--- config.mk ---
export PLATFORM = sky130hd
export DESIGN_NAME = sorc_top
export DESIGN_NICKNAME = d
export VERILOG_FILES = /design/src/shared/sorc_pkg.sv /design/src/rtl/sorc_top.sv /design/src/rtl/sorc_sync.sv /design/src/rtl/sorc_case_decode.sv
export SDC_FILE = /design/constraint.sdc
export NUM_CORES = 1
export LEC_CHECK = 0
export BUFFER_PORTS_ARGS = -buffer_cell sky130_fd_sc_hd__buf_2
export CAP_MARGIN = 20
export CORE_ASPECT_RATIO = 1.75
export CORE_MARGIN = 3
export CORE_UTILIZATION = 45
export DETAILED_ROUTE_END_ITERATION = 8
export GPL_TIMING_DRIVEN = 0
export PLACE_DENSITY = 0.68
export REMOVE_ABC_BUFFERS = 1
export SETUP_SLACK_MARGIN = 0.1
export SYNTH_ARGS = -nofsm -noshare
export SYNTH_HDL_FRONTEND = slang
export SYNTH_HIERARCHICAL = 1
export SYNTH_SLANG_ARGS = --single-unit
--- constraint.sdc ---
create_clock -name CLOCK_IN -period 2.8 [get_ports CLOCK_IN]
set_input_delay 0 -clock CLOCK_IN [delete_from_list [all_inputs] [get_ports CLOCK_IN]]
set_output_delay 0 -clock CLOCK_IN [all_outputs]
set_load 0.05 [all_outputs]
--- src/shared/sorc_pkg.sv ---
package sorc_pkg;

   localparam int ADDR_W     = 8;
   localparam int DATA_W     = 32;
   localparam int LINE_W     = 4;
   localparam int CASE_W     = 3;

   localparam logic [7:0] OFS_CFG    = 8'h00;
   localparam logic [7:0] OFS_DELAY  = 8'h04;
   localparam logic [7:0] OFS_STATUS = 8'h08;

   localparam logic [1:0] RM_NONE      = 2'h0;
   localparam logic [1:0] RM_DELAY     = 2'h1;
   localparam logic [1:0] RM_INTERLOCK = 2'h2;

   localparam logic [1:0] OM_INTERNAL = 2'h0;
   localparam logic [1:0] OM_EXTERNAL = 2'h1;
   localparam logic [1:0] OM_UNUSED   = 2'h2;

   typedef struct packed {
      logic [3:0] eval_mask;
      logic       unalloc_infringed;
      logic       dual_pf;
      logic       fb_mon_en;
      logic [1:0] out_mode;
      logic [1:0] restart_mode;
   } sorc_cfg_t;

   localparam int         CFG_W   = 11;
   localparam logic [10:0] CFG_RST = 11'h180;

   typedef struct packed {
      logic out_active;
      logic pf1;
      logic sim_pf1;
      logic pf2;
      logic sim_pf2;
      logic wf1;
      logic wf2;
   } sorc_link_t;

   localparam int         DELAY_W   = 6;
   localparam logic [5:0] DELAY_MIN = 6'h02;
   localparam logic [5:0] DELAY_MAX = 6'h3c;
   localparam logic [5:0] DELAY_RST = 6'h02;

   localparam logic [3:0] ERR_NONE = 4'h0;
   localparam logic [3:0] ERR_FB   = 4'h1;
   localparam logic [3:0] ERR_CASE = 4'h2;

   localparam int ST_BIT_ON      = 0;
   localparam int ST_BIT_LOCK    = 1;
   localparam int ST_BIT_RSTREQ  = 2;
   localparam int ST_BIT_FB      = 3;
   localparam int ST_BIT_CASEERR = 4;
   localparam int ST_CASE_LSB    = 5;
   localparam int ST_ERR_LSB     = 8;

   localparam int CLK_HZ        = 250_000_000;
   localparam int FB_SETTLE_MS  = 300;

endpackage : sorc_pkg

--- src/rtl/sorc_top.sv ---
// What this block does
// - One-hot control lines select monitoring case 1 to 4.
// - No line high or several lines high flags a case error.
// - Internal mode drives outputs from field 1 and simultaneous field.
// - Field 2 pair never touches local outputs; it goes to the link.
// - External output mode sends every field status over the link.
// - With local outputs unused, link reports output state as active.
// - Evaluated protective field reports 1 when clear, 0 when infringed.
// - Non-evaluated protective field reports 1 by default.
// - Unallocated-as-infringed option reports non-evaluated fields as 0.
// - Feedback checked after each cut and before restart; fault keeps off.
// - Feedback fault without interlock or with delay locks out, with code.
// - Feedback fault with interlock: outputs off, indicator lit, code.
// - Three restart modes: none, timed delay, interlock with operator reset.
// - Without interlock, outputs return as soon as the field is clear.
// - Delay mode waits for a clear field of 2 to 60 seconds.
// - Interlock mode cuts outputs on entry and keeps them off afterwards.
// - Interlock mode restores outputs only after an operator reset press.
// - A reset press restores outputs only while the field is clear.
`timescale 1ns/1ps
module sorc_top
   import sorc_pkg::*;
#(
   parameter int TICKS_PER_SEC  = CLK_HZ,
   parameter int FB_SETTLE_CYC  = FB_SETTLE_MS * (CLK_HZ / 1000)
) (
   input  wire logic              CLOCK_IN,
   input  wire logic              RST_N_IN,
   input  wire logic [ADDR_W-1:0] ADDR_IN,
   input  wire logic [DATA_W-1:0] WDATA_IN,
   input  wire logic              WSTROBE_IN,
   input  wire logic              RSTROBE_IN,
   input  wire logic              PAIR_A_LINE_ONE_IN,
   input  wire logic              PAIR_A_LINE_TWO_IN,
   input  wire logic              PAIR_B_LINE_ONE_IN,
   input  wire logic              PAIR_B_LINE_TWO_IN,
   input  wire logic              RESET_SWITCH_IN,
   input  wire logic              CONTACTOR_FEEDBACK_MONITOR_IN,
   input  wire logic              PF1_CLEAR_IN,
   input  wire logic              SIM_PF1_CLEAR_IN,
   input  wire logic              PF2_CLEAR_IN,
   input  wire logic              SIM_PF2_CLEAR_IN,
   input  wire logic              WF1_CLEAR_IN,
   input  wire logic              WF2_CLEAR_IN,
   output logic      [DATA_W-1:0] RDATA_OUT,
   output logic                   SAFETY_SWITCH_OUTPUT_OUT,
   output logic      [6:0]        LINK_STATUS_OUT,
   output logic                   LOCKOUT_OUT,
   output logic                   FAULT_LED_OUT,
   output logic      [3:0]        ERROR_CODE_OUT,
   output logic      [CASE_W-1:0] MONITOR_CASE_OUT,
   output logic                   CASE_ERROR_OUT
);

   localparam int TICK_W   = $clog2(TICKS_PER_SEC + 1);
   localparam int SETTLE_W = $clog2(FB_SETTLE_CYC + 1);
   localparam logic [TICK_W-1:0]   TICK_LAST =
      TICK_W'(TICKS_PER_SEC - 1);
   localparam logic [SETTLE_W-1:0] SETTLE_FULL = SETTLE_W'(FB_SETTLE_CYC);

   typedef enum logic [2:0] {
      ST_OFF, ST_DELAY, ST_WAIT_RESET, ST_ON, ST_FB_FAULT, ST_LOCKOUT
   } sorc_state_t;

   logic [LINE_W-1:0] lines_s;
   logic [1:0]        misc_s;
   logic              reset_sw_s;
   logic              feedback_s;
   logic [CASE_W-1:0] case_w;
   logic              case_err_w;

   // The second stages feed the case decode, reset edge and feedback checks; the field inputs are used unsynchronised.
   sorc_sync #(.W(LINE_W + 2)) u_sync (
      .clk_in   (CLOCK_IN),
      .rst_n_in (RST_N_IN),
      .d_in     ({CONTACTOR_FEEDBACK_MONITOR_IN, RESET_SWITCH_IN,
                  PAIR_B_LINE_TWO_IN, PAIR_B_LINE_ONE_IN,
                  PAIR_A_LINE_TWO_IN, PAIR_A_LINE_ONE_IN}),
      .q_out    ({misc_s, lines_s})
   );

   assign reset_sw_s = misc_s[0];
   assign feedback_s = misc_s[1];

   sorc_case_decode u_case (
      .clk_in   (CLOCK_IN),
      .rst_n_in (RST_N_IN),
      .lines_in (lines_s),
      .case_out (case_w),
      .err_out  (case_err_w)
   );

   sorc_cfg_t          cfg_d, cfg_q;
   logic [DELAY_W-1:0] delay_d, delay_q;
   logic [DATA_W-1:0]  rdata_d, rdata_q;
   logic [DATA_W-1:0]  status_w;

   always_comb begin
      cfg_d   = cfg_q;
      delay_d = delay_q;
      rdata_d = 32'h0000_0000;
      if (WSTROBE_IN) begin
         if (ADDR_IN == OFS_CFG) begin
            cfg_d = sorc_cfg_t'(WDATA_IN[CFG_W-1:0]);
         end else if (ADDR_IN == OFS_DELAY) begin
            if (WDATA_IN[DELAY_W-1:0] < DELAY_MIN) begin
               delay_d = DELAY_MIN;
            end else if (WDATA_IN[DELAY_W-1:0] > DELAY_MAX) begin
               delay_d = DELAY_MAX;
            end else begin
               delay_d = WDATA_IN[DELAY_W-1:0];
            end
         end
      end
      if (RSTROBE_IN) begin
         if (ADDR_IN == OFS_CFG) begin
            rdata_d = {21'h000000, cfg_q};
         end else if (ADDR_IN == OFS_DELAY) begin
            rdata_d = {26'h0000000, delay_q};
         end else if (ADDR_IN == OFS_STATUS) begin
            rdata_d = status_w;
         end
      end
   end

   always_ff @(posedge CLOCK_IN or negedge RST_N_IN) begin
      if (!RST_N_IN) begin
         cfg_q   <= sorc_cfg_t'(CFG_RST);
         delay_q <= DELAY_RST;
         rdata_q <= 32'h0000_0000;
      end else begin
         cfg_q   <= cfg_d;
         delay_q <= delay_d;
         rdata_q <= rdata_d;
      end
   end

   // Field 2 pair is left out of the local decision on purpose.
   logic local_clear;
   assign local_clear = (!cfg_q.eval_mask[0] || PF1_CLEAR_IN) &&
                        (!cfg_q.eval_mask[1] || SIM_PF1_CLEAR_IN);

   sorc_state_t        st_d, st_q;
   logic               on_d, on_q;
   logic               rsw_d, rsw_q;
   logic               reset_pulse;
   logic [TICK_W-1:0]  tick_d, tick_q;
   logic [DELAY_W-1:0] sec_d, sec_q;
   logic [SETTLE_W-1:0] settle_d, settle_q;
   logic               settle_done;
   logic               fb_fault_now;
   logic               fb_ok;
   logic [3:0]         err_d, err_q;
   logic               led_d, led_q;
   logic               lock_d, lock_q;
   sorc_link_t         link_d, link_q;

   assign reset_pulse   = reset_sw_s && !rsw_q;
   assign settle_done   = (settle_q == SETTLE_FULL);
   assign fb_fault_now  = cfg_q.fb_mon_en && !on_q && settle_done &&
                          !feedback_s;
   assign fb_ok         = !cfg_q.fb_mon_en || (settle_done && feedback_s);

   function automatic logic field_report(input logic evaluated,
                                         input logic clear,
                                         input logic unalloc);
      return evaluated ? clear : !unalloc;
   endfunction : field_report

   always_comb begin
      st_d     = st_q;
      rsw_d    = reset_sw_s;
      tick_d   = tick_q;
      sec_d    = sec_q;
      settle_d = on_q ? '0 :
                 (settle_done ? settle_q : settle_q + 1'b1);
      case (st_q)
         ST_OFF: begin
            if (local_clear) begin
               if (cfg_q.restart_mode == RM_INTERLOCK) begin
                  st_d = ST_WAIT_RESET;
               end else if (cfg_q.restart_mode == RM_DELAY) begin
                  st_d   = ST_DELAY;
                  tick_d = '0;
                  sec_d  = '0;
               end else if (fb_ok) begin
                  st_d = ST_ON;
               end
            end
         end
         ST_DELAY: begin
            if (!local_clear) begin
               st_d = ST_OFF;
            end else if (sec_q >= delay_q && fb_ok) begin
               st_d = ST_ON;
            end else if (tick_q == TICK_LAST) begin
               tick_d = '0;
               sec_d  = (sec_q == DELAY_MAX) ? sec_q : sec_q + 1'b1;
            end else begin
               tick_d = tick_q + 1'b1;
            end
         end
         ST_WAIT_RESET: begin
            if (reset_pulse && local_clear && fb_ok) begin
               st_d = ST_ON;
            end
         end
         ST_ON: begin
            if (!local_clear) begin
               st_d = (cfg_q.restart_mode == RM_INTERLOCK) ?
                      ST_WAIT_RESET : ST_OFF;
            end
         end
         ST_FB_FAULT: begin
            if (reset_pulse && feedback_s) begin
               st_d = ST_WAIT_RESET;
            end
         end
         ST_LOCKOUT: begin
            st_d = ST_LOCKOUT;
         end
         default: begin
            st_d = ST_OFF;
         end
      endcase
      if (fb_fault_now && st_q != ST_LOCKOUT) begin
         st_d = (cfg_q.restart_mode == RM_INTERLOCK) ?
                ST_FB_FAULT : ST_LOCKOUT;
      end
      on_d   = (st_d == ST_ON) && (cfg_q.out_mode == OM_INTERNAL);
      lock_d = (st_d == ST_LOCKOUT);
      led_d  = (st_d == ST_FB_FAULT);
      if (st_d == ST_LOCKOUT || st_d == ST_FB_FAULT) begin
         err_d = ERR_FB;
      end else if (case_err_w) begin
         err_d = ERR_CASE;
      end else begin
         err_d = ERR_NONE;
      end
      link_d.out_active = (cfg_q.out_mode == OM_UNUSED) ?
                          1'b1 : on_d;
      link_d.pf1     = field_report(cfg_q.eval_mask[0], PF1_CLEAR_IN,
                                    cfg_q.unalloc_infringed);
      link_d.sim_pf1 = field_report(cfg_q.eval_mask[1], SIM_PF1_CLEAR_IN,
                                    cfg_q.unalloc_infringed);
      link_d.pf2     = field_report(cfg_q.dual_pf && cfg_q.eval_mask[2],
                                    PF2_CLEAR_IN,
                                    cfg_q.unalloc_infringed);
      link_d.sim_pf2 = field_report(cfg_q.dual_pf && cfg_q.eval_mask[3],
                                    SIM_PF2_CLEAR_IN,
                                    cfg_q.unalloc_infringed);
      link_d.wf1     = WF1_CLEAR_IN;
      link_d.wf2     = WF2_CLEAR_IN;
   end

   always_ff @(posedge CLOCK_IN or negedge RST_N_IN) begin
      if (!RST_N_IN) begin
         st_q     <= ST_OFF;
         on_q     <= 1'b0;
         rsw_q    <= 1'b1;
         tick_q   <= '0;
         sec_q    <= '0;
         settle_q <= '0;
         err_q    <= ERR_NONE;
         led_q    <= 1'b0;
         lock_q   <= 1'b0;
         link_q   <= '0;
      end else begin
         st_q     <= st_d;
         on_q     <= on_d;
         rsw_q    <= rsw_d;
         tick_q   <= tick_d;
         sec_q    <= sec_d;
         settle_q <= settle_d;
         err_q    <= err_d;
         led_q    <= led_d;
         lock_q   <= lock_d;
         link_q   <= link_d;
      end
   end

   always_comb begin
      status_w                 = 32'h0000_0000;
      status_w[ST_BIT_ON]      = on_q;
      status_w[ST_BIT_LOCK]    = lock_q;
      status_w[ST_BIT_RSTREQ]  = (st_q == ST_WAIT_RESET);
      status_w[ST_BIT_FB]      = led_q;
      status_w[ST_BIT_CASEERR] = case_err_w;
      status_w[ST_CASE_LSB +: CASE_W] = case_w;
      status_w[ST_ERR_LSB +: 4] = err_q;
   end

   assign RDATA_OUT                = rdata_q;
   assign SAFETY_SWITCH_OUTPUT_OUT = on_q;
   assign LINK_STATUS_OUT          = link_q;
   assign LOCKOUT_OUT              = lock_q;
   assign FAULT_LED_OUT            = led_q;
   assign ERROR_CODE_OUT           = err_q;
   assign MONITOR_CASE_OUT         = case_w;
   assign CASE_ERROR_OUT           = case_err_w;
endmodule : sorc_top

--- src/rtl/sorc_sync.sv ---
`timescale 1ns/1ps
module sorc_sync
   import sorc_pkg::*;
#(
   parameter int W = 1
) (
   input  wire logic         clk_in,
   input  wire logic         rst_n_in,
   input  wire logic [W-1:0] d_in,
   output logic      [W-1:0] q_out
);

   logic [W-1:0] s1_q;
   logic [W-1:0] s2_q;

   genvar i;
   generate
      for (i = 0; i < W; i++) begin : g_bit
         always_ff @(posedge clk_in or negedge rst_n_in) begin
            if (!rst_n_in) begin
               s1_q[i] <= 1'b0;
               s2_q[i] <= 1'b0;
            end else begin
               s1_q[i] <= d_in[i];
               s2_q[i] <= s1_q[i];
            end
         end
      end
   endgenerate

   assign q_out = s2_q;

endmodule : sorc_sync

--- src/rtl/sorc_case_decode.sv ---
`timescale 1ns/1ps
module sorc_case_decode
   import sorc_pkg::*;
(
   input  wire logic              clk_in,
   input  wire logic              rst_n_in,
   input  wire logic [LINE_W-1:0] lines_in,
   output logic      [CASE_W-1:0] case_out,
   output logic                   err_out
);

   logic [CASE_W-1:0] case_d;
   logic [CASE_W-1:0] case_q;
   logic              err_d;
   logic              err_q;

   // Bit 0 is line one of pair A, bit 3 line two of pair B.
   function automatic logic [CASE_W-1:0] onehot_case(
      input logic [LINE_W-1:0] l);
      logic [CASE_W-1:0] c;
      c = 3'h0;
      if (l == 4'h1) begin
         c = 3'h1;
      end else if (l == 4'h2) begin
         c = 3'h2;
      end else if (l == 4'h4) begin
         c = 3'h3;
      end else if (l == 4'h8) begin
         c = 3'h4;
      end
      return c;
   endfunction : onehot_case

   always_comb begin
      case_d = onehot_case(lines_in);
      err_d  = (onehot_case(lines_in) == 3'h0);
   end

   always_ff @(posedge clk_in or negedge rst_n_in) begin
      if (!rst_n_in) begin
         case_q <= 3'h0;
         err_q  <= 1'b1;
      end else begin
         case_q <= case_d;
         err_q  <= err_d;
      end
   end

   assign case_out = case_q;
   assign err_out  = err_q;

endmodule : sorc_case_decode

* Word level (Yosys, flattened, before mapping)
Cells that the tools add are included.
** Storage, ports and cells
- Bits in writable memories :: 0
- Memories kept :: 0
- Output and inout bits :: 50
- Bits in registers :: 144
- Bits of input ports :: 56
- Logic and storage cells :: 155
- ROM bits :: 0
- Bits in latches :: 0
** Operators by class
- Div/mod/pow operators :: 0
- Reduce and logical (&&, ||, !) cells :: 34
- Multiply operators :: 0
- Shift-type cells :: 0
- Add/subtract/negate cells :: 3
- Equal/unequal tests :: 29
- $lt $le $gt $ge :: 3
- Bitwise logic cells :: 1
- Mux-type cells :: 47
** Operator list (count)
- 28-bit two-way mux :: 6
- 28-bit one-hot mux with 2 select lines :: 1
- 27-bit two-way mux :: 2
- 6-bit two-way mux :: 9
- 12-bit two-way mux :: 4
- 3-bit two-way mux :: 14
- 28-bit by 1-bit adder with 28-bit output, second input constant :: 1
- 28-bit equality test, second input constant :: 1
- 27-bit by 1-bit adder with 27-bit output, second input constant :: 1
- 27-bit equality test, second input constant :: 1
- 3-bit one-hot mux with 6 select lines :: 1
- 2-bit != test, second input constant :: 8
- 1-bit logical AND :: 14
- 3-bit equality test, second input constant :: 4
- 6-bit one-hot mux with 2 select lines :: 1
- 3-bit by 2-bit equality test with 1-bit output, second input constant :: 3
- 8-bit by 3-bit equality test with 1-bit output, second input constant :: 1
- 8-bit by 4-bit equality test with 1-bit output, second input constant :: 1
- 8-bit zero test :: 1
- 8-bit AND reduction :: 1
- 1-bit zero test :: 7
- 6-bit by 1-bit adder with 6-bit output, second input constant :: 1
- 6-bit equality test, second input constant :: 1
- 6-bit greater-or-equal comparator :: 1
- other kinds (20) :: 32

* Logic depth before layout (Yosys ltp)
Gate-level depths: netlist of run 1.
- Word-level depth :: 12
- Gate-level depth with buffers :: 9
- Gate-level depth less buffers :: 8

* Cells and area by module
Netlist of run 1, hierarchy kept.
** Modules (own cells, without submodules)
- sorc_top :: cells each 603, instances 1, area an instance 5719.2 um^2, seq. area each 2632.5 um^2
- sorc_sync :: cells each 12, instances 1, area an instance 300.3 um^2, seq. area each 300.3 um^2
- sorc_case_decode :: cells each 13, instances 1, area an instance 172.7 um^2, seq. area each 101.3 um^2

* Worst setup path after synthesis of run 1
OpenSTA, ideal clock, no wires.
- Path type :: reg-to-reg
- Start :: register settle_q[0]
- End :: register tick_q[7]
- Buffers on the path :: 1
- Setup time :: 128 ps
- Setup slack :: 595 ps
- Arrival :: 2078 ps
- Data required time :: 2672 ps
- Stages on the path, launching flop included :: 10
- Clock period less this slack :: 2205 ps
- Path through :: dfrtp_1 -> inv_1 -> ha_1 -> or4b_1 -> nor3_1 -> a31o_2 -> a31oi_4 -> nand2_2 -> buf_4 -> o21ai_0
** On the way
- Word-level cells in the longest chain between the ends :: 6
** Ends and longest elaborated chain
- start, declared :: RTL line sorc_top.sv:149 : logic [SETTLE_W-1:0] settle_d, settle_q;
- start signal, assigned :: RTL line sorc_top.sv:274 : settle_q <= settle_d;
- 27-bit equality test :: RTL line sorc_top.sv:159 : assign settle_done = (settle_q == SETTLE_FULL);
- 1-bit logical AND :: RTL line sorc_top.sv:162 : assign fb_ok = !cfg_q.fb_mon_en || (settle_done && feedback_s);
- 1-bit logical OR :: RTL line sorc_top.sv:162
- 1-bit logical AND :: RTL line sorc_top.sv:194 : end else if (sec_q >= delay_q && fb_ok) begin
- 2-bit != test (no line)
- 6-bit AND reduction (no line)
- end signal, assigned :: RTL line sorc_top.sv:272 : tick_q <= tick_d;
- end, declared :: RTL line sorc_top.sv:147 : logic [TICK_W-1:0] tick_d, tick_q;
Every way passes these cells.
A chain may end at the register's enable or synchronous reset.

* Worst setup path after layout of run 1
- Start :: register settle_q[0]
- End :: register sec_q[4]
** On the way
- Word-level cells in the longest chain between the ends :: 6
** Ends and longest elaborated chain
- 27-bit equality test :: RTL line sorc_top.sv:159
- 1-bit logical AND :: RTL line sorc_top.sv:162
- 1-bit logical OR :: RTL line sorc_top.sv:162
- 1-bit logical AND :: RTL line sorc_top.sv:194
- 2-bit != test (no line)
- 8-bit AND reduction (no line)
- end signal, assigned :: RTL line sorc_top.sv:262 : sec_q <= '0;
- end signal, assigned :: RTL line sorc_top.sv:273 : sec_q <= sec_d;
- end, declared :: RTL line sorc_top.sv:148 : logic [DELAY_W-1:0] sec_d, sec_q;
Every way passes these cells.

==> metrics, run 1 <==
Clock Pin Slew Worst Setup and Hold Paths 0.06 ns; routed wirelength normalized by instance count 15.7 µm; gr usage total 0.197; maximum achievable frequency between 300 and 400 MHz; area added between synthesis and finish 20.4%; overflow left after global routing 0; first-pass GRT wire length 24,000 µm; via count of the first global-routing pass 5,035; Critical Path Start Type flop; register-to-register setup slack 0.27 ns; maximum buffer depth of the clock tree 2; maximum resistive drop on vdd slightly below 0.6 mV; met2 WL between 7000 and 8000 µm; metal1 wirelength 5500 µm; Port-buffer cells 61; vertical die dimension 161 µm; status finished, final reports clean; Slew headroom 0.364; fraction of layout cells with a size suffix above 1 0.186; clock buffers created by TritonCTS 17; Total Routed Length roughly 14,000 µm; worst-case setup slack after placement -0.197 ns; largest delay contributor family on the critical path simple AND/OR/NAND/NOR gates; clk_lat worst skew about 0.41 ns; Pwr per Cell Area 628 nW/µm²; share of synthesized flip-flops with an asynchronous set or reset 1.00; Final Hold Violating Endpoints 0; clock root buffer master sky130_fd_sc_hd__clkbuf_16; Critical Path, Cell by Cell inv_1 > ha_1 > or4b_1 > nor3_2 > a31o_2 > a31o_4 > nor3_1 > a2bb2oi_1; most common flop cell mapped by yosys sky130_fd_sc_hd__dfrtp_1; routed wire length on met3 430 µm; length of the first detailed-routing pass in iterations 5; I/O pins 106; number of failing setup endpoints in the final timing report 0; most area-consuming cells after synthesis sky130_fd_sc_hd__dfrtp_1 (47%), sky130_fd_sc_hd__nor2_1 (4.1%), sky130_fd_sc_hd__buf_4 (3.4%); unrepaired setup endpoints after global routing true; post-layout worst setup margin 0.269 ns; endpoint kind of the worst setup timing path flop; global placement routability congestion 0.831; number of routed nets with antenna violations 0; Critical Path Fanout Max 33; maximum number of pins on one net before global-route repair 63; DPL Wire Length around 9900 µm; via count of the routed design 4,961; final clock skew 0.0127 ns; average vias per placed instance 5.52; # nets final approximately 780; DR DRC count 0; cell type contributing the most total cell area after synthesis sky130_fd_sc_hd__dfrtp_1; Distinct cells, synth around 70; die area 15,300 µm²; number of maximum-capacitance violations 0; fraction of the yosys area taken by sequential cells 0.490; netlist area before placement 6190 µm²; count of inserted antenna diode cells 0; Clock H-tree levels 4; slowest CP cell sky130_fd_sc_hd__or4b_1; leakage power summed over all cells 0.00342 µW; actual transition at the worst max-transition pin 0.954 ns; CP required ~3.1 ns; TritonCTS clock tree yes; antenna violations before repair 0; clock sink count 121; CP max stage delay 0.45 ns; post-route clock period utilization 0.904; Tightest Hold Check Type in2reg; starting utilization of the core area 0.460; worst setup path class reg2reg; area inside the core boundary 13,500 µm²; number of rows in the core area 56; max-slew violation count 0; First DRT Iteration DRCs 232; data arrival at the endpoint of the critical path 2.82 ns; top layer reached by signal wires met4; CP bufs+invs 1; yosys synthesis warning count 6; number of enable flip-flop cells after synthesis 0; die boundary width 94.7 µm; final worst path period need 2.53 ns; number of standard cells after synthesis roughly 630; Synth top area share 0.469; Yosys reg bits 121; average instance area after synthesis 9.86 µm²; worst hold slack roughly 0.044 ns
-- metal layers --
metal,track usage,vias up
met3,0.0359,35
met5,0,-
met2,0.343,129
li1,-,2367
met1,0.230,2430
met4,0.0920,0
-- cells in the final DEF (no fill, tap or decap), drive strengths merged, types with 6 or more instances in the layout --
cell	n
dfrtp	116
nor2	68
buf	65
o21ai	48
nand2	42
inv	36
nand3	31
a21oi	27
dlygate4sd3	26
conb	23
clkbuf	17
nor3	17
o31ai	15
a31oi	15
mux2i	14
xor2	13
mux2	11
ha	11
nand4	11
nor2b	10
o41ai	10
and3	9
xnor2	9
nor4b	6
-- worst reg2reg max path, cell delays in order (launching register included) --
cell and delay (ns):
sky130_fd_sc_hd__dfrtp_1 0.42, sky130_fd_sc_hd__inv_1 0.11, sky130_fd_sc_hd__ha_1 0.14, sky130_fd_sc_hd__or4b_1 0.45, sky130_fd_sc_hd__nor3_2 0.30, sky130_fd_sc_hd__a31o_2 0.31, sky130_fd_sc_hd__a31o_4 0.42, sky130_fd_sc_hd__nor3_1 0.13
sky130_fd_sc_hd__a2bb2oi_1 0.14
-- metrics by stage --
step | instance area, µm² | setup TNS (ns) | power [µW] | utilization | std cells
2_1_floorplan | 5980 | -7.78 | 2310 | - | 601
6_report | 7460 | 0 | 4680 | 0.554 | 898
3_5_place_dp | 6560 | -4.04 | 2480 | 0.488 | 838
4_1_cts | 7440 | 0 | 4730 | 0.553 | 897
3_3_place_gp | 6500 | -37.85 | 2450 | 0.483 | 836
5_1_grt | 7460 | 0 | 4880 | 0.554 | 898
-- power by group --
group / internal [µW] / switching (µW)
Combinational: 200 / 349
Clock: 1280 / 920
Sequential: 1840 / 98.1
-- final timing paths --
check	start	end	depth (start not counted)
max	settle_q[0]	sec_q[4]	8
min	RSTROBE_IN	RDATA_OUT[3]	3
max reg2reg	settle_q[0]	sec_q[4]	8
min reg2reg	u_sync/s1_q[3]	u_sync/q_out[3]	0
max in group asynchronous	RST_N_IN	u_case/err_out	3
min in group asynchronous	RST_N_IN	tick_q[11]	2
-- Yosys cell counts (3+ instances only) --
cell	count
sky130_fd_sc_hd__xor2_1	13
sky130_fd_sc_hd__mux2i_1	14
sky130_fd_sc_hd__nand3_1	31
sky130_fd_sc_hd__dfstp_2	5
sky130_fd_sc_hd__buf_4	28
sky130_fd_sc_hd__nor2_1	68
sky130_fd_sc_hd__and3_1	9
sky130_fd_sc_hd__inv_1	26
sky130_fd_sc_hd__nor3b_1	3
sky130_fd_sc_hd__nor3_1	15
sky130_fd_sc_hd__a41oi_1	3
sky130_fd_sc_hd__and2_1	5
sky130_fd_sc_hd__or3_1	5
sky130_fd_sc_hd__clkbuf_1	13
sky130_fd_sc_hd__nand2_1	41
sky130_fd_sc_hd__a21o_1	3
sky130_fd_sc_hd__nand2b_1	5
sky130_fd_sc_hd__o31ai_1	15
sky130_fd_sc_hd__mux2_2	11
sky130_fd_sc_hd__a21oi_1	27
sky130_fd_sc_hd__o21ai_1	31
sky130_fd_sc_hd__ha_1	11
sky130_fd_sc_hd__dfrtp_1	116
sky130_fd_sc_hd__o41ai_1	9
sky130_fd_sc_hd__nor4b_1	5
sky130_fd_sc_hd__nand4_1	10
sky130_fd_sc_hd__o21ai_0	16
sky130_fd_sc_hd__xnor2_1	9
sky130_fd_sc_hd__buf_2	7
sky130_fd_sc_hd__a31oi_1	14
sky130_fd_sc_hd__nor2b_1	10
-- final cells by class --
class | count | area [µm²]
Multi-Input combinational cell | 453 | 2870
Fill cell | 1187 | 6000
Sequential cell | 121 | 3030
Inverter | 27 | 101
Tap cell | 174 | 218
Clock inverter | 15 | 179
Clock buffer | 17 | 425
Timing Repair Buffer | 91 | 629
-- cell families (layout without fill, tap and decap cells) --
logic type	after synthesis	in the layout	share of synthesized area
simple gates	231	231	0.199
xor+xnor	22	22	0.0311
compound gates	141	141	0.150
buf+inv	76	150	0.0645
fa+ha+maj	11	11	0.0222
mux	25	25	0.0426
flops	121	121	0.490
other cells	1	23	0.000606
-- state kept, by name, indices dropped and copies added (netlist names), 6 cells and up --
name             count
LINK_STATUS_OUT      7
RDATA_OUT           11
cfg_q               11
delay_q              6
sec_q                6
settle_q            27
tick_q              28
u_sync/q_out         6
u_sync/s1_q          6
-- what timing repair did --
| item | 4_1_cts | 5_1_grt |
|---|---|---|
| cloned | 0 | 0 |
| buffers inserted | 1 | 0 |
| gates resized for setup | 2 | 1 |
| hold endpoints to repair | 89 | 0 |
| endpoints found under the setup margin | 27 | 33 |
| hold buffers | 26 | 0 |
| pin swaps | 1 | 0 |
Note: power is estimated with default switching activity, not from simulation.
==> inputs of run 2 (changes only) <==
PLACE_DENSITY = 0.66   (was 0.68)
==> metrics, run 2 (synthesis gave the netlist of run 1 again) <==
Pwr per Cell Area a little over 600 nW/µm²; Clock Pin Slew Worst Setup and Hold Paths 0.06 ns; vertical die dimension 161 µm; global placement routability congestion 0.825; area inside the core boundary 13,500 µm²; Final Hold Violating Endpoints 0; Port-buffer cells 61; slowest CP cell sky130_fd_sc_hd__or4b_1; maximum resistive drop on vdd around 0.37 mV; largest reg by FF count tick_q; Total Routed Length 14,300 µm; number of failing setup endpoints in the final timing report 0; antenna violations before repair 0; worst setup path class reg2reg; DPL Wire Length 10,100 µm; Slew headroom 0.257; maximum buffer depth of the clock tree 2; endpoint kind of the worst setup timing path flop; final-layout setup total negative slack 0 ns; unrepaired setup endpoints after global routing false; number of placed cells counting well taps 838; registers with the highest flip-flop counts tick_q x28, settle_q x27; fraction of layout cells with a size suffix above 1 0.185; worst hold slack 0.0314 ns; via count of the routed design 4,953; clock root buffer master sky130_fd_sc_hd__clkbuf_16; register-to-register setup slack 0.23 ns; maximum achievable frequency 389 MHz; status finished, final reports clean; Critical Path Fanout Max 33; most frequent cells in the layout sky130_fd_sc_hd__dfrtp_1 (116), sky130_fd_sc_hd__nor2_1 (68), sky130_fd_sc_hd__buf_2 (60); maximum number of pins on one net before global-route repair 67; final worst path period need 2.57 ns; first-pass GRT wire length 23,900 µm; Clock H-tree levels 4; count of non-filler cells in the finished layout roughly 900; CP required 3.09 ns; most frequent standard cell in the layout excluding fill and tap cells sky130_fd_sc_hd__dfrtp_1; First DRT Iteration DRCs 241; max-slew violation count 0; overflow left after global routing 0; gr usage total 0.197; number of routed nets with antenna violations 0; sum of internal, switching and leakage power about 4600 µW; clock buffers created by TritonCTS 17; final clock skew 0.0128 ns; Tightest Hold Check Type in2reg; starting utilization of the core area 0.460; clock sink count 121; I/O pins 106; post-route clock period utilization 0.919; CP max stage delay 0.45 ns; area added between synthesis and finish 19.8%; die area 15,300 µm²; Critical Path, Cell by Cell inv_1 > ha_1 > or4b_1 > nor3_2 > a31o_2 > a31o_4 > nor3_1 > a2bb2oi_1; via count of the first global-routing pass 4,938; DR DRC count 0; actual transition at the worst max-transition pin between 1 and 1.5 ns; die boundary width 94.7 µm; clk_lat worst skew 0.41 ns; number of rows in the core area 56; leakage power summed over all cells 0.00340 µW; count of inserted antenna diode cells 0; data arrival at the endpoint of the critical path 2.86 ns; average vias per placed instance 5.52; Critical Path Start Type flop; routed wirelength normalized by instance count 16.0 µm; TritonCTS clock tree yes; number of maximum-capacitance violations 0; number of flip-flops under the largest register name 28; length of the first detailed-routing pass in iterations 5; # nets final 777
run 2: metrics by stage:
| step | instance area [µm²] | setup WS [ns] | utilization |
|---|---|---|---|
| final | 7420 | 0.227 | 0.552 |
| after floorplan | 5980 | -0.303 | - |
| after CTS | 7410 | 0.166 | 0.551 |
| after global routing | 7420 | 0.122 | 0.552 |
| after detailed placement | 6560 | -0.210 | 0.488 |
| after global placement | 6500 | -1.29 | 0.483 |
run 2: power by group:
| part | switching [µW] | internal [µW] | total (µW) | leakage (µW) |
|---|---|---|---|---|
| clock network | 924 | 1190 | 2110 | 0.000282 |
| logic | 345 | 197 | 542 | 0.00154 |
| registers | 96.6 | 1840 | 1930 | 0.00159 |
run 2: worst max-delay path, delay by kind of cell (launching register included):
| kind | cells | cell delay [ns] |
|---|---|---|
| buf+inv | 1 | 0.12 |
| fa+ha+maj | 1 | 0.14 |
| simple gates | 3 | 0.88 |
| compound gates | 3 | 0.89 |
| flops | 1 | 0.42 |
run 2: layout make-up:
type                    instances  area [µm²]
clock buffers                  17         425
clock inverters                15         150
fillers                      1221        6030
inverters                      27         101
multi-input cells             453        2870
flip-flops and latches        121        3030
well taps                     174         218
repair buffers                 90         622
run 2: final timing paths:
check,from,to,depth (start not counted)
setup reg to reg,settle_q[0],sec_q[4],8
hold / removal,RSTROBE_IN,RDATA_OUT[4],3
min in group asynchronous,RST_N_IN,tick_q[11],2
hold reg to reg,u_sync/s1_q[3],u_sync/q_out[3],0
max in group asynchronous,RST_N_IN,delay_q[1],3
setup / recovery,settle_q[0],sec_q[4],8
run 2: repair_timing:
action,in CTS,in global routing
endpoints found under the hold margin,86,0
pin swaps,1,0
hold buffers,26,0
resized for setup,2,1
buffers inserted,1,0
endpoints found under the setup margin,25,31
run 2: metal layers:
metal / GRT usage / routed length, µm / vias to the layer above
li1: - / - / 2371
met1: 0.231 / 5580 / 2441
met2: 0.340 / 7940 / 113
met3: 0.0387 / 410 / 28
met4: 0.0940 / 393 / 0
met5: 0 / 0 / -
==> inputs of run 3 (changes only) <==
SLEW_MARGIN = 30   (was default)
clock period = 3.32 ns   (was 2.8 ns; I/O delays follow)
==> metrics, run 3 (synthesis gave the netlist of run 1 again) <==
count of inserted antenna diode cells 0; # nets final 777; max-slew violation count 0; first-pass GRT wire length 23,500 µm; most frequent standard cell in the layout excluding fill and tap cells sky130_fd_sc_hd__dfrtp_1; Crit Reg-Reg Startpoint st_q[0]; I/O pins approximately 110; antenna violations before repair 0; Clock H-tree levels 4; clk_lat worst skew roughly 0.41 ns; Final Hold Violating Endpoints 0; First DRT Iteration DRCs 248; final clock skew 0.0100 ns; starting utilization of the core area 0.460; CP required 3.60 ns; Worst R2R Path Depth 6; most frequent cells in the layout sky130_fd_sc_hd__dfrtp_1 (115), sky130_fd_sc_hd__nor2_1 (68), sky130_fd_sc_hd__buf_2 (60); clock root buffer master sky130_fd_sc_hd__clkbuf_16; Worst Hold End RDATA_OUT[5]; maximum resistive drop on vdd around 0.31 mV; worst-case setup slack after placement 0.502 ns; Slew headroom 0.554; vertical die dimension around 160 µm; register-to-register setup slack 0.44 ns; Pwr per Cell Area 521 nW/µm²; die area approximately 15,000 µm²; global placement routability congestion about 0.82; Non-Filler Cell Area, Final around 7400 µm²; endpoint kind of the worst setup timing path flop; maximum number of pins on one net before global-route repair 67; area added between synthesis and finish 19.7%; number of maximum-capacitance violations 0; clock buffers created by TritonCTS 17; overflow left after global routing 0; Area after DPL 6570 µm²; Critical Path Start Type flop; number of routed nets with antenna violations 0; leakage power summed over all cells 0.00338 µW; Tightest Hold Check Type in2reg; hold path start RSTROBE_IN; via count of the routed design 4,976; routed wirelength normalized by instance count 15.9 µm; length of the first detailed-routing pass in iterations 5; fraction of layout cells with a size suffix above 1 0.187; via count of the first global-routing pass 4,963; average vias per placed instance 5.55; Final Util 0.551; status finished, final reports clean; largest reg by FF count tick_q; number of resized instances in the post-cts repair step 0; post-route clock period utilization 0.868; clock sink count 121; maximum buffer depth of the clock tree 2; area inside the core boundary 13,500 µm²; actual transition at the worst max-transition pin 0.666 ns; number of flip-flops under the largest register name 28; Port-buffer cells 61; registers with the highest flip-flop counts tick_q x28, settle_q x27; DPL Wire Length 10,100 µm; unrepaired setup endpoints after global routing false; number of failing setup endpoints in the final timing report 0; post-layout worst setup margin around 0.44 ns; gr usage total 0.193; Total Routed Length 14,300 µm; capturing point of the worst reg2reg path tick_q[13]; maximum achievable frequency 347 MHz; Clock Pin Slew Worst Setup and Hold Paths 0.06 ns; final-layout setup total negative slack 0 ns; DR DRC count 0; Critical Path Fanout Max 25; TritonCTS clock tree yes; worst setup path class reg2reg; data arrival at the endpoint of the critical path 3.16 ns; die boundary width 94.7 µm; final worst path period need 2.88 ns; number of rows in the core area 56; number of cells on the worst hold path 3
## run 3: cell count changes in the layout (fill, tap and decap cells not counted), sizes merged
cell | before | now
clkinvlp | 1 | 2
inv | 37 | 36
## run 3: power by group
group	total (µW)	switching [µW]	internal, µW
logic	457	290	167
registers	1630	80.8	1550
clock network	1780	778	1000
total	3870	1150	2720
## run 3: final cells by class
class / count / area (µm²)
tap: 174 / 218
fill: 1213 / 6040
clock inverter: 15 / 154
clock buffer: 17 / 425
timing repair buffer: 90 / 626
sequential: 121 / 3040
multi-input combinational: 453 / 2860
inverter: 27 / 101
## run 3: worst max-delay path by stage
stage | endpoint | depth (start not counted) | slack (ns) | from
2_1_floorplan | tick_q[7] | 7 | 0.22 | tick_q[0]
3_3_place_gp | tick_q[7] | 7 | -0.77 | tick_q[0]
3_5_place_dp | tick_q[21] | 6 | 0.50 | st_q[0]
4_1_cts | tick_q[13] | 6 | 0.49 | st_q[0]
5_1_grt | tick_q[13] | 6 | 0.28 | st_q[0]
6_report | tick_q[13] | 6 | 0.44 | st_q[0]
## run 3: stage by stage
step           instances  total power, µW  hold WS (ns)
4_1_cts              897             3910        0.0216
3_3_place_gp         836             2070         0.108
3_5_place_dp         839             2090       -0.0523
6_report             897             3870        0.0332
5_1_grt              897             4040        0.0597
2_1_floorplan        601             1950        -0.296
## run 3: critical path: stages (launching register included)
cell and delay (ns):
sky130_fd_sc_hd__dfrtp_1 0.65, sky130_fd_sc_hd__inv_1 0.17, sky130_fd_sc_hd__nor3_2 0.58, sky130_fd_sc_hd__o41ai_4 0.32
sky130_fd_sc_hd__inv_2 0.17, sky130_fd_sc_hd__nand2_2 0.32, sky130_fd_sc_hd__o41ai_1 0.53
## run 3: layer usage
layer	global-route usage	vias up	wire length (µm)
met5	0	-	0
met1	0.219	2439	5550
li1	-	2367	-
met4	0.0933	0	463
met2	0.339	129	7800
met3	0.0382	41	452
## run 3: timing repair
item                      4_1_cts  5_1_grt
hold endpoints to repair      149        0
hold buffers                   26        0
buffers inserted                0        0
